**src/design/pmctl_defs.vh**
```
// Purpose: constants of the power-mode sequencer
// Assumes: 32-bit apb, word-aligned registers
// Notes:   times in ns, wake delay count derived from the clock period
`ifndef PMCTL_DEFS_VH
`define PMCTL_DEFS_VH
// ----------------------------------------
// register byte offsets
// ----------------------------------------
`define PM_OFF_OSC    8'h00
`define PM_OFF_WDT    8'h04
`define PM_OFF_IRQ    8'h08
`define PM_OFF_DSH    8'h0C
`define PM_OFF_DSL    8'h10
`define PM_OFF_WAKE   8'h14
`define PM_OFF_GPR0   8'h18
`define PM_OFF_GPR1   8'h1C
`define PM_OFF_DIR    8'h20
`define PM_OFF_LAT    8'h24
`define PM_OFF_CFG    8'h28
`define PM_OFF_STAT   8'h2C
// ----------------------------------------
// field positions
// ----------------------------------------
`define PM_B_IDLE     7
`define PM_B_SECONDARY_CLOCK_ACTIVE_FLAG  6
`define PM_B_PRIACT   3
`define PM_B_SOSCEN   2
`define PM_B_REGULATOR_SLEEP_BIT   7
`define PM_B_DSFLAG   3
`define PM_B_GIE      7
`define PM_B_DEEP_SLEEP_ENABLE     7
`define PM_B_DEEP_BROWNOUT    1
`define PM_B_RELEASE  0
// ----------------------------------------
// reset values and clock selections
// ----------------------------------------
`define PM_RST_BYTE   8'h00
`define PM_RST_DIR    8'hFF
`define PM_CLK_PRI    2'h0
`define PM_CLK_SEC    2'h1
`define PM_CLK_INT    2'h2
`define PM_CLK_LF     2'h3
`define PM_PRI_XTAL   2'h0
`define PM_PRI_EC     2'h1
`define PM_PRI_EXTERNAL_CLOCK_PLL_MODE  2'h2
// ----------------------------------------
// timing
// ----------------------------------------
`define PM_CLK_NS     25
`define PM_CPU_WAKE_DELAY_NS    200
`define PM_CPU_WAKE_DELAY_CYC   ((`PM_CPU_WAKE_DELAY_NS + `PM_CLK_NS - 1) / `PM_CLK_NS)
`define PM_OST_CYC    1024
`define PM_DEEP_SLEEP_ENABLE_LIFE  2
`endif

```
**src/design/pmctl_top.v**
```verilog
// Purpose: sequencer for idle, sleep and deep sleep modes
// Assumes: cpu events are one-cycle pulses synchronous to pclk
// Notes:   apb slave with zero wait states; pins held in deep sleep
`timescale 1ns/1ps
`include "pmctl_defs.vh"

module pmctl_top #(
  parameter NPIN     = 8,
  parameter CPU_WAKE_DELAY_CYC = `PM_CPU_WAKE_DELAY_CYC,
  parameter OST_CYC  = `PM_OST_CYC,
  parameter IDIV     = 4
)(
  input  wire            pclk,
  input  wire            presetn,
  input  wire            psel,
  input  wire            penable,
  input  wire            pwrite,
  input  wire [7:0]      paddr,
  input  wire [31:0]     pwdata,
  output reg  [31:0]     prdata,
  output reg             pready,
  output reg             pslverr,
  input  wire            sleep_instr,
  input  wire            watchdog_clear_instr_instr,
  input  wire            irq_pending,
  input  wire            wdt_timeout,
  input  wire            master_clear_pin_rst,
  input  wire            clock_lost,
  input  wire            sosc_running,
  input  wire            wake_alarm,
  input  wire            wake_ext_irq_zero,
  input  wire            wake_ulp,
  input  wire            wake_deep_watchdog,
  input  wire            deep_brownout_loss,
  output reg             cpu_clk_en,
  output reg             periph_clk_en,
  output reg  [1:0]      sys_clk_sel,
  output reg             pri_osc_en,
  output reg             lf_osc_en,
  output reg             core_reg_en,
  output reg             wdt_clear,
  output reg             wdt_reset,
  output reg             irq_vector,
  output reg             por_pulse,
  output reg  [NPIN-1:0] pin_out,
  output reg  [NPIN-1:0] pin_oe
);

  // ----------------------------------------
  // states
  // ----------------------------------------
  localparam [2:0] S_RUN  = 3'h0;
  localparam [2:0] S_SEC  = 3'h1;
  localparam [2:0] S_RCI  = 3'h2;
  localparam [2:0] S_PRI  = 3'h3;
  localparam [2:0] S_SLP  = 3'h4;
  localparam [2:0] S_WAKE = 3'h5;
  localparam [2:0] S_DSE  = 3'h6;
  localparam [2:0] S_DEEP = 3'h7;
  // wake counts, cut to the 16-bit counter on purpose
  localparam [31:0] WAKE_FULL = CPU_WAKE_DELAY_CYC + OST_CYC;
  localparam [31:0] WAKE_FAST = CPU_WAKE_DELAY_CYC;

  reg  [2:0]      state;
  reg  [2:0]      next_state;
  reg  [15:0]     wcnt;
  reg  [15:0]     next_wcnt;
  reg             idle_sel;
  reg  [1:0]      css;
  reg             sosc_en;
  reg             pri_act;
  reg             sosc_act;
  reg             regulator_sleep_bit;
  reg             ds_flag;
  reg             gie;
  reg             deep_sleep_enable;
  reg  [1:0]      deep_sleep_enable_age;
  reg             deep_brownout_flag;
  reg             release_bit;
  reg  [4:0]      wake_src;
  reg  [7:0]      gpr0;
  reg  [7:0]      gpr1;
  reg  [NPIN-1:0] dir;
  reg  [NPIN-1:0] lat;
  reg  [NPIN-1:0] held_oe;
  reg  [NPIN-1:0] held_out;
  reg  [1:0]      pri_mode;
  reg             wdt_en;
  reg             clock_fail_monitor_en;
  reg  [3:0]      idiv;
  reg             soft_por;
  wire            instr_tick;
  wire            wr;
  wire            rd_setup;
  wire [4:0]      wake_vec;
  wire            any_wake;
  wire            asleep;
  wire            ds_ok;

  // decode a mapped word offset
  function mapped;
    input [7:0] a;
    begin
      mapped = (a[1:0] == 2'h0) && (a <= `PM_OFF_STAT);
    end
  endfunction

  // ----------------------------------------
  // instruction-cycle enable
  // ----------------------------------------
  always @(posedge pclk or negedge presetn)
  begin
    if (!presetn)
      idiv <= 4'h0;
    else if (idiv == IDIV - 1)
      idiv <= 4'h0;
    else
      idiv <= idiv + 4'h1;
  end
  assign instr_tick = (idiv == IDIV - 1);

  // wake sources in log order: master_clear_pin, alarm, ext_irq_zero, ulp, deep_watchdog
  assign wake_vec = {wake_deep_watchdog, wake_ulp, wake_ext_irq_zero, wake_alarm, master_clear_pin_rst};
  assign any_wake = |wake_vec;
  assign asleep   = (state == S_SEC) || (state == S_RCI) ||
                    (state == S_PRI) || (state == S_SLP);
  // deep entry only with regulator sleep, no idle, no interrupts
  assign ds_ok    = deep_sleep_enable && regulator_sleep_bit && !idle_sel && !gie;
  assign wr       = psel && penable && pwrite;
  assign rd_setup = psel && !penable;

  // ----------------------------------------
  // mode sequencer
  // ----------------------------------------
  always @*
  begin
    next_state = state;
    next_wcnt  = wcnt;
    case (state)
      S_RUN:
        if (sleep_instr)
        begin
          if (ds_ok)
            next_state = S_DSE;
          else if (!idle_sel)
            next_state = S_SLP;
          else if (css == `PM_CLK_SEC)
            next_state = sosc_en ? S_SEC : S_RUN;
          else if (css == `PM_CLK_PRI && pri_act)
            next_state = S_PRI;
          else
            next_state = S_RCI;
        end
      S_SEC, S_RCI, S_PRI, S_SLP:
        if (master_clear_pin_rst || irq_pending || wdt_timeout)
        begin
          next_state = S_WAKE;
          // crystal start-up only after a full sleep, never on reset
          if (state == S_SLP && !master_clear_pin_rst && css == `PM_CLK_PRI &&
              pri_mode == `PM_PRI_XTAL)
            next_wcnt = WAKE_FULL[15:0];
          else
            next_wcnt = WAKE_FAST[15:0];
        end
      S_WAKE:
        if (wcnt <= 16'h1)
          next_state = S_RUN;
        else
          next_wcnt = wcnt - 16'h1;
      S_DSE:
      begin
        // an early source aborts entry, execution goes on after the delay
        next_state = (any_wake || irq_pending) ? S_WAKE : S_DEEP;
        next_wcnt  = WAKE_FAST[15:0];
      end
      S_DEEP:
        if (any_wake || deep_brownout_loss)
        begin
          next_state = S_WAKE;
          next_wcnt  = WAKE_FAST[15:0];
        end
      default:
        next_state = S_RUN;
    endcase
  end

  // ----------------------------------------
  // state, clocks and event pulses
  // ----------------------------------------
  always @(posedge pclk or negedge presetn)
  begin
    if (!presetn)
    begin
      state         <= S_RUN;
      wcnt          <= 16'h0;
      cpu_clk_en    <= 1'b1;
      periph_clk_en <= 1'b1;
      sys_clk_sel   <= `PM_CLK_PRI;
      pri_osc_en    <= 1'b1;
      core_reg_en   <= 1'b1;
      lf_osc_en     <= 1'b0;
      wdt_clear     <= 1'b0;
      wdt_reset     <= 1'b0;
      irq_vector    <= 1'b0;
      por_pulse     <= 1'b0;
      soft_por      <= 1'b0;
    end
    else
    begin
      state      <= next_state;
      wcnt       <= next_wcnt;
      // watchdog cleared on sleep, clear or lost clock with the monitor enabled
      wdt_clear  <= sleep_instr || watchdog_clear_instr_instr ||
                    (clock_lost && clock_fail_monitor_en);
      wdt_reset  <= wdt_timeout && !asleep &&
                    state != S_WAKE && state != S_DEEP;
      irq_vector <= asleep && irq_pending && !master_clear_pin_rst && gie;
      soft_por   <= state == S_DEEP && next_state == S_WAKE;
      por_pulse  <= state == S_DEEP && next_state == S_WAKE;
      // low-freq source kept for watchdog or monitor
      lf_osc_en  <= wdt_en || clock_fail_monitor_en ||
                    sys_clk_sel == `PM_CLK_LF;
      cpu_clk_en <= next_state == S_RUN;
      core_reg_en <= next_state != S_DEEP;
      case (next_state)
        S_SEC:
        begin
          sys_clk_sel   <= `PM_CLK_SEC;
          pri_osc_en    <= 1'b0;
          periph_clk_en <= sosc_running;
        end
        S_RCI:
        begin
          sys_clk_sel   <= `PM_CLK_INT;
          pri_osc_en    <= 1'b0;
          periph_clk_en <= 1'b1;
        end
        S_SLP, S_DSE, S_DEEP:
        begin
          periph_clk_en <= 1'b0;
          pri_osc_en    <= 1'b0;
        end
        S_WAKE:
        begin
          // source picked on the wake edge so it settles during the delay
          if (asleep && master_clear_pin_rst)
            sys_clk_sel <= `PM_CLK_LF;
          else if (state == S_DEEP || state == S_RCI)
            sys_clk_sel <= `PM_CLK_LF;
          else if (state == S_SLP || state == S_DSE)
            sys_clk_sel <= css;
          if (state == S_SLP || state == S_DSE)
            pri_osc_en <= (css == `PM_CLK_PRI);
        end
        S_RUN:
          periph_clk_en <= 1'b1;
        default:
          periph_clk_en <= periph_clk_en;
      endcase
    end
  end

  // ----------------------------------------
  // software registers, soft por aware
  // ----------------------------------------
  always @(posedge pclk or negedge presetn)
  begin
    if (!presetn)
    begin
      idle_sel <= 1'b0;
      css      <= 2'h0;
      sosc_en  <= 1'b0;
      regulator_sleep_bit   <= 1'b0;
      gie      <= 1'b0;
      deep_sleep_enable     <= 1'b0;
      deep_sleep_enable_age <= 2'h0;
      dir      <= {NPIN{1'b1}};
      lat      <= {NPIN{1'b0}};
      pri_mode <= `PM_PRI_XTAL;
      wdt_en   <= 1'b0;
      clock_fail_monitor_en  <= 1'b0;
      pri_act  <= 1'b1;
      sosc_act <= 1'b0;
    end
    else if (soft_por)
    begin
      // deep exit resets all but retained state, pri_mode, wdt_en and clock_fail_monitor_en
      idle_sel <= 1'b0;
      css      <= 2'h0;
      sosc_en  <= 1'b0;
      regulator_sleep_bit   <= 1'b0;
      gie      <= 1'b0;
      deep_sleep_enable     <= 1'b0;
      deep_sleep_enable_age <= 2'h0;
      dir      <= {NPIN{1'b1}};
      lat      <= {NPIN{1'b0}};
      pri_act  <= 1'b1;
      sosc_act <= 1'b0;
    end
    else
    begin
      // status tracks the chosen source
      if (next_state == S_SEC)
      begin
        pri_act  <= 1'b0;
        sosc_act <= 1'b1;
      end
      else if (next_state == S_RCI)
        pri_act <= 1'b0;
      if (wr && paddr == `PM_OFF_OSC)
      begin
        idle_sel <= pwdata[`PM_B_IDLE];
        css      <= pwdata[1:0];
        sosc_en  <= pwdata[`PM_B_SOSCEN];
      end
      if (wr && paddr == `PM_OFF_WDT)
        regulator_sleep_bit <= pwdata[`PM_B_REGULATOR_SLEEP_BIT];
      if (wr && paddr == `PM_OFF_IRQ)
        gie <= pwdata[`PM_B_GIE];
      if (wr && paddr == `PM_OFF_DIR)
        dir <= pwdata[NPIN-1:0];
      if (wr && paddr == `PM_OFF_LAT)
        lat <= pwdata[NPIN-1:0];
      if (wr && paddr == `PM_OFF_CFG)
      begin
        pri_mode <= pwdata[1:0];
        wdt_en   <= pwdata[4];
        clock_fail_monitor_en  <= pwdata[5];
      end
      // enable lives two instruction cycles only
      if (wr && paddr == `PM_OFF_DSH)
      begin
        deep_sleep_enable     <= pwdata[`PM_B_DEEP_SLEEP_ENABLE];
        deep_sleep_enable_age <= 2'h0;
      end
      else if (deep_sleep_enable && instr_tick)
      begin
        if (deep_sleep_enable_age == `PM_DEEP_SLEEP_ENABLE_LIFE - 1)
          deep_sleep_enable <= 1'b0;
        deep_sleep_enable_age <= deep_sleep_enable_age + 2'h1;
      end
    end
  end

  // ----------------------------------------
  // retained deep-sleep state
  // ----------------------------------------
  always @(posedge pclk or negedge presetn)
  begin
    if (!presetn)
    begin
      gpr0        <= `PM_RST_BYTE;
      gpr1        <= `PM_RST_BYTE;
      wake_src    <= 5'h0;
      ds_flag     <= 1'b0;
      deep_brownout_flag  <= 1'b0;
      release_bit <= 1'b0;
      held_oe     <= {NPIN{1'b0}};
      held_out    <= {NPIN{1'b0}};
    end
    else
    begin
      if (state == S_DEEP && deep_brownout_loss)
      begin
        gpr0 <= `PM_RST_BYTE;
        gpr1 <= `PM_RST_BYTE;
      end
      else if (wr && paddr == `PM_OFF_GPR0)
        gpr0 <= pwdata[7:0];
      else if (wr && paddr == `PM_OFF_GPR1)
        gpr1 <= pwdata[7:0];
      // log cleared on entry, first source only
      if (state == S_DSE)
        wake_src <= 5'h0;
      else if (state == S_DEEP && wake_src == 5'h0 && any_wake)
        wake_src <= wake_vec & (~wake_vec + 5'h1);
      // hardware sets, software clears; set wins
      if (soft_por && !deep_brownout_loss)
        ds_flag <= 1'b1;
      else if (wr && paddr == `PM_OFF_WDT && !pwdata[`PM_B_DSFLAG])
        ds_flag <= 1'b0;
      if (state == S_DSE)
        deep_brownout_flag <= 1'b0;
      else if (wr && paddr == `PM_OFF_DSL)
        deep_brownout_flag <= pwdata[`PM_B_DEEP_BROWNOUT];
      // capture pins at entry, hold until released
      if (state == S_DSE && next_state == S_DEEP)
      begin
        release_bit <= 1'b1;
        held_oe     <= ~dir;
        held_out    <= lat;
      end
      else if (state == S_DEEP && (master_clear_pin_rst || deep_brownout_loss))
        release_bit <= 1'b0;
      else if (wr && paddr == `PM_OFF_DSL && !pwdata[`PM_B_RELEASE])
        release_bit <= 1'b0;
    end
  end

  // ----------------------------------------
  // pin drivers
  // ----------------------------------------
  genvar gi;
  generate
    for (gi = 0; gi < NPIN; gi = gi + 1)
    begin : g_pin
      always @(posedge pclk or negedge presetn)
      begin
        if (!presetn)
        begin
          pin_out[gi] <= 1'b0;
          pin_oe[gi]  <= 1'b0;
        end
        else
        begin
          // held copy outranks reset direction and latch
          pin_out[gi] <= release_bit ? held_out[gi] : lat[gi];
          pin_oe[gi]  <= release_bit ? held_oe[gi] : ~dir[gi];
        end
      end
    end
  endgenerate

  // ----------------------------------------
  // apb read path, zero wait states
  // ----------------------------------------
  always @(posedge pclk or negedge presetn)
  begin
    if (!presetn)
    begin
      prdata  <= 32'h0;
      pready  <= 1'b0;
      pslverr <= 1'b0;
    end
    else
    begin
      pready  <= 1'b1;
      if (rd_setup)
      begin
        pslverr <= !mapped(paddr);
        case (paddr)
          `PM_OFF_OSC:
            prdata <= {24'h0, idle_sel, sosc_act, 2'h0, pri_act,
                       sosc_en, css};
          `PM_OFF_WDT:
            prdata <= {24'h0, regulator_sleep_bit, 3'h0, ds_flag, 3'h0};
          `PM_OFF_IRQ:  prdata <= {24'h0, gie, 7'h0};
          `PM_OFF_DSH:  prdata <= {24'h0, deep_sleep_enable, 7'h0};
          `PM_OFF_DSL:
            prdata <= {29'h0, 1'b0, deep_brownout_flag, release_bit};
          `PM_OFF_WAKE: prdata <= {27'h0, wake_src};
          `PM_OFF_GPR0: prdata <= {24'h0, gpr0};
          `PM_OFF_GPR1: prdata <= {24'h0, gpr1};
          `PM_OFF_DIR:  prdata <= {{(32-NPIN){1'b0}}, dir};
          `PM_OFF_LAT:  prdata <= {{(32-NPIN){1'b0}}, lat};
          `PM_OFF_CFG:
            prdata <= {26'h0, clock_fail_monitor_en, wdt_en, 2'h0, pri_mode};
          `PM_OFF_STAT: prdata <= {29'h0, state};
          default:      prdata <= 32'h0;
        endcase
      end
    end
  end

endmodule

```
**config.mk**
```make
export PLATFORM = sky130hd
export DESIGN_NAME = pmctl_top
export DESIGN_NICKNAME = d
export VERILOG_FILES = /design/src/design/pmctl_top.v
export VERILOG_INCLUDE_DIRS = /design/src /design/src/design
export SDC_FILE = /design/constraint.sdc
export NUM_CORES = 1
export LEC_CHECK = 0
export BUFFER_PORTS_ARGS = -buffer_cell sky130_fd_sc_hd__buf_2
export CAP_MARGIN = 0
export CORE_UTILIZATION = 55
export DETAILED_ROUTE_END_ITERATION = 16
export GPL_ROUTABILITY_DRIVEN = 0
export PLACE_DENSITY = 0.79
export RECOVER_POWER = 25
export REMOVE_ABC_BUFFERS = 1
export SLEW_MARGIN = 25
export SYNTH_ARGS = -nofsm -noshare
export SYNTH_HDL_FRONTEND = slang
export SYNTH_SLANG_ARGS = --single-unit
export TNS_END_PERCENT = 1
```
**constraint.sdc**
```tcl
create_clock -name pclk -period 5.6 [get_ports pclk]
set_input_delay 0.28 -clock pclk [delete_from_list [all_inputs] [get_ports pclk]]
set_output_delay 0.28 -clock pclk [all_outputs]
set_load 0.05 [all_outputs]
```
# Yosys cells after proc, flatten, opt, wreduce, memory -nomap -nowiden
# Cells that the tools add are included.
op_classes:
  multipliers: 0
  addsub: 4
  n_lt_le_gt_ge: 2
  n_bitwise: 12
  shift: 0
  reduce_logical: 99
  muxes: 81
  n_eq_ne: 37
  div: 0
op_table:
  columns: ["op", "count"]
  rows:
  - ["$pmux 8 s12", 1]
  - ["$mux 8", 9]
  - ["$pmux 16 s4", 1]
  - ["$mux 16", 3]
  - ["$mux 1", 43]
  - ["$logic_and 1x1->1", 39]
  - ["$eq 8x5->1 const B", 4]
  - ["$eq 8x6->1 const B", 4]
  - ["$eq 3x3->1 const B", 8]
  - ["$reduce_bool 2->1", 12]
  - ["$mux 2", 10]
  - ["$mux 3", 6]
  - ["$reduce_bool 3->1", 6]
  - ["$eq 8x4->1 const B", 2]
  - ["$le 16x1->1 const B", 1]
  - ["$sub 16x1->16 const B", 1]
  - ["$pmux 3 s5", 1]
  - ["$logic_or 1x1->1", 14]
  - ["$mux 11", 1]
  - ["$mux 5", 2]
  - ["$reduce_and 2->1", 5]
  - ["$reduce_or 5->1", 2]
  - ["$eq 3x2->1 const B", 3]
  - ["$logic_not 1->1", 9]
  - ["other kinds (30)", 48]
totals:
  ram_bits: 0
  regBits: 155
  output_inout_bits: 61
  romBits: 0
  latch_bits: 0
  mem_count: 0

# Logic depth before layout (Yosys ltp)
logic_depth:
  depth_word: 12
  mapped_depth: 9

# Worst setup path before layout
# OpenSTA, ideal clock, no wires.
synth_path:
  path_type: "register to register"
  startpoint: "reg wcnt[0]"
  endpoint: "reg sys_clk_sel[1]"
  synth_period_minus_slack_ns: 1.966
  path_stages_with_launch: 9
  setup_slack_ns: 3.634
  required_ns: 5.474
  setup_ns: 0.126
  arrival_time_ns: 1.840
  path_buffers: 0
  path_cell_list: "dfrtp_1 inv_1 ha_1 nor2_1 nor4_1 a21o_4 nand2_2 a32o_1 a221o_1"
synth_via:
  elab_chain_cells: 6
synth_lines:
  columns: ["element", "line", "rtl"]
  rows:
  - ["start, declared", "pmctl_top.v:66", "reg [15:0] wcnt;"]
  - ["start signal, assigned", "pmctl_top.v:211", "wcnt <= next_wcnt;"]
  - ["$le 16x1->1 *", "pmctl_top.v:166", "if (wcnt <= 16'h1)"]
  - ["$mux 3 *", "pmctl_top.v:166", null]
  - ["$pmux 3 s5 *", "pmctl_top.v:139", "case (state)"]
  - ["$eq 3x3->1, or another cell as far along", "pmctl_top.v:225", "case (next_state)"]
  - ["$ne 4x1->1 (no line) / $reduce_bool 3->1 (equally long branches)", null, null]
  - ["$reduce_and 2->1 (no line)", null, null]
  - ["end signal, assigned", "pmctl_top.v:228", "sys_clk_sel <= `PM_CLK_SEC;"]
  - ["end signal, assigned", "pmctl_top.v:234", "sys_clk_sel <= `PM_CLK_INT;"]
  - ["end signal, assigned", "pmctl_top.v:247", "sys_clk_sel <= `PM_CLK_LF;"]
  - ["end, declared", "pmctl_top.v:37", "output reg [1:0] sys_clk_sel,"]
# Every way passes the cells marked *; elsewhere a longest branch is shown, timed or not.
# A chain may end at the register's enable or synchronous reset.

# Final worst setup path
layout_path:
  startpoint: "reg wcnt[0]"
  endpoint: "reg wcnt[2]"
layout_via:
  elab_chain_cells: 3
layout_lines:
  columns: ["element", "line"]
  rows:
  - ["$sub 16x1->16 / $le 16x1->1 (equally long branches)", "pmctl_top.v:169, pmctl_top.v:166"]
  - ["$mux 16 / $ne 2x2->1 (equally long branches)", null]
  - ["$pmux 16 s4 / $reduce_and 4->1 (equally long branches)", null]
# Several ways; a longest one is shown, not always the timed one. The select of a mux whose other input is x is not followed.

==> results.yml <==
outcome:
  outcome: "finished clean"
die:
  die-width_microns: 110
  initial_utilization_pct: 56.3
  die-area_sq_mm: 0.0121
  fp-row-count: 39
  core-area_sq_mm: 0.0114
  fp.dieH_microns: 110
  pin_count: 118
synthesis:
  synthesis.area_per_instance_sq_um: 10.1
  synth.yosys.seq_area_share_pct: 51.3
  synth_warnings: 0
  ys.flop_type: "sky130_fd_sc_hd__dfrtp_1"
  post_synth_inst_count: 637
  fraction_of_registers_with_async_set_reset_pct: 100
  netlist_area_sq_mm: 0.00642
  number_of_synthesized_flops_with_an_enable_pin: 0
  synth.ff_latch_count: 131
  netlist-cell-type-count: 72
clocking:
  cts.path.max_buffers: 2
  tritoncts_num_sinks: 131
  insertion_delay_ns: 0.42
  cts_htree_levels: 4
  cts_root_buf: "sky130_fd_sc_hd__clkbuf_16"
  tritoncts.num_buffers: 17
  cts.clk_slew.worst_paths_ns: 0.05
  cts_tree: "done"
layout:
  fill_cells: 916
  most-common-layout-cells: "sky130_fd_sc_hd__dfrtp_1, sky130_fd_sc_hd__nand2_1, sky130_fd_sc_hd__buf_2, sky130_fd_sc_hd__nor2_1, sky130_fd_sc_hd__nand3_1"
  area_growth_pct: 14.1
  finish.net_count: 761
  diodes_inserted: 0
  layout_commonest_cell: "sky130_fd_sc_hd__dfrtp_1"
  fraction_of_layout_instances_using_a_drive_strength_above_1_pct: 22.4
grt:
  grt_util_all_layers_pct: 27.2
  grt_max_degree: 88
  via_count_of_the_first_global_routing_pass: 4911
  antenna_found_initial: 0
  grt_pass1_wl_mm: 24.7
  grt_remaining_overflow: 0
worst_setup_path:
  required_ns: 5.91
  crit_top_cell: "sky130_fd_sc_hd__o21ai_0"
  critical_path.slowest_cell: "sky130_fd_sc_hd__nor4_1"
  cp_max_fo: 11
  reg2reg_from: "wcnt[0]"
  setup.worst_path.start: "wcnt[0]"
  start_kind: "flop"
  cp_peak_stage_delay_ns: 0.51
  worstPathCellList: "inv_1, ha_1, nor2_1, nor4_1, nand3_1, nand2_1, o21ai_0, o21ai_0"
  setup.worst_path.end_class: "flop"
  worst-setup-path-type: "flop to flop"
  worst_ep_arrival_time_ns: 2.88
timing:
  finalSetupViolations: 0
  final.period_utilization_pct: 45.9
  drv_slew: 0
  rsz0062_at_grt: "no"
  worst_slew_pin_slew_ns: 1.04
  worst_case_clock_skew_ns: 0.00814
  time_the_final_worst_path_needs_with_i_o_delays_and_setup_ns: 2.57
  max_slew_margin_pct: 30.4
  number_of_hold_violations_in_the_final_report: 0
  fin_setup_tns_ns: 0
  clock.fmax_mhz: 389
route:
  drtIter0Drc: 548
  drc: 0
  wire_per_inst_microns: 18.1
  length_of_the_first_detailed_routing_pass_in_iterations: 8
  detailroute.via_count: 5244
  drt.antenna.violating_nets: 0
  viasPerCell: 6.13
  routed_wirelength_mm: 15.5
power:
  power_per_cell_area_mw_per_mm2: 406
  ir_drop_mv: 0.349
  leakage_nw: 3.42
  p_total_mw: 2.98
placement:
  numPortBuffers: 69
  dp_hpwl_mm: 10.4
flow_run:
  maxCapViolCount: 0
worst_hold_path:
  hold_path_startpoint: "watchdog_clear_instr_instr"
  timing.hold.worst.class: "input port to flop"
[metal layers]
| layer | part of all wire [%] | global-route usage, % | routed length (microns) | up-vias |
|---|---|---|---|---|
| li1 | - | - | - | 2372 |
| met4 | 2.7 | 12.0 | 426 | 0 |
| met3 | 8.7 | 7.70 | 1350 | 45 |
| met1 | 41 | 35.6 | 6400 | 2534 |
| met2 | 47 | 42.2 | 7320 | 293 |
| met5 | 0 | 0 | 0 | - |
[timing repair]
item | CTS | global route
hold endpoints to repair | 0 | 5
setup buffers | 0 | 0
hold buffers | 0 | 1
resized for setup | 0 | 0
[flip-flops by register name, summed over array words and instances, names as in the netlist, 3 cells and up]
| register | flops |
|---|---|
| held_oe | 8 |
| lat | 8 |
| dir | 8 |
| prdata | 8 |
| held_out | 8 |
| gpr0 | 8 |
| state | 3 |
| wcnt | 16 |
| pin_out | 8 |
| gpr1 | 8 |
| pin_oe | 8 |
| idiv | 4 |
| wake_src | 5 |
[path summary, 6_finish.rpt]
path / to / slack (ns) / cells past startpoint
min: wdt_clear / 0.05 / 2
max reg2reg: wcnt[2] / 3.03 / 8
min in group asynchronous: lat[7] / 0.50 / 2
min reg2reg: idiv[0] / 0.47 / 1
max: wcnt[2] / 3.03 / 8
max in group asynchronous: soft_por / 4.02 / 3
[per-stage QoR]
| step | area [sq um] | worst slack, ns | hold slack (ns) | util, % | std cells |
|---|---|---|---|---|---|
| 2_1_floorplan | 6170 | 3.17 | -0.0156 | - | 606 |
| 3_3_place_gp | 6740 | 2.86 | 0.444 | 59.0 | 823 |
| 3_5_place_dp | 6740 | 2.77 | 0.464 | 59.0 | 823 |
| 4_1_cts | 7320 | 3.06 | 0.0461 | 64.1 | 855 |
| 5_1_grt | 7330 | 2.95 | 0.0567 | 64.2 | 856 |
| 6_report | 7330 | 3.03 | 0.0535 | 64.2 | 856 |
[worst max-delay path: cells and delay by family, from the launching register on]
family | cells | cell delay [ns]
flops | 1 | 0.41
compound gates | 2 | 0.34
simple gates | 4 | 1.42
buf+inv | 1 | 0.07
fa+ha+maj | 1 | 0.21
[synthesized netlist by cell type (5+ instances only)]
cell type                  number  area, sq um
sky130_fd_sc_hd__a21oi_1       33          165
sky130_fd_sc_hd__a22o_1        19          166
sky130_fd_sc_hd__a22oi_1       14          105
sky130_fd_sc_hd__buf_2          9         45.0
sky130_fd_sc_hd__buf_4         24          180
sky130_fd_sc_hd__buf_6          5         56.3
sky130_fd_sc_hd__clkbuf_1      16         60.1
sky130_fd_sc_hd__dfrtp_1      118         2950
sky130_fd_sc_hd__dfstp_2       13          342
sky130_fd_sc_hd__inv_1         14         52.6
sky130_fd_sc_hd__mux2_2        11          124
sky130_fd_sc_hd__mux2_4         7          105
sky130_fd_sc_hd__nand2_1       89          334
sky130_fd_sc_hd__nand2b_1       6         37.5
sky130_fd_sc_hd__nand3_1       35          175
sky130_fd_sc_hd__nand4_1        9         56.3
sky130_fd_sc_hd__nor2_1        39          146
sky130_fd_sc_hd__nor3_1        12         60.1
sky130_fd_sc_hd__nor4b_1        5         43.8
sky130_fd_sc_hd__o21ai_0       31          155
sky130_fd_sc_hd__o21ai_1        5         25.0
sky130_fd_sc_hd__o21ai_2        9         78.8
sky130_fd_sc_hd__o22ai_1        5         31.3
sky130_fd_sc_hd__or4_1          5         37.5
sky130_fd_sc_hd__xor2_1         9         78.8
[power breakdown]
| part | switching, mW | internal, mW | leakage (nW) |
|---|---|---|---|
| clock network | 0.398 | 0.664 | 0.281 |
| registers | 0.130 | 1.07 | 1.72 |
| logic | 0.467 | 0.248 | 1.42 |
[cell families after synthesis]
logic type	Yosys count	share of synthesized area [%]
compound gates	151	16.1
xor+xnor	13	1.77
fa+ha+maj	5	0.935
buf+inv	69	6.19
flops	131	51.3
mux	21	4.03
other cells	2	0.117
simple gates	245	19.6
[cell type report]
class	instances	area, sq um	share of cell area (%)
flip-flops and latches	131	3290	44.9
well taps	143	179	2.44
clock inverters	9	77.6	1.06
repair buffers	75	399	5.45
inverters	15	56.3	0.768
multi-input cells	460	2830	38.5
clock buffers	23	498	6.79
(Power assumes the default switching activity.)
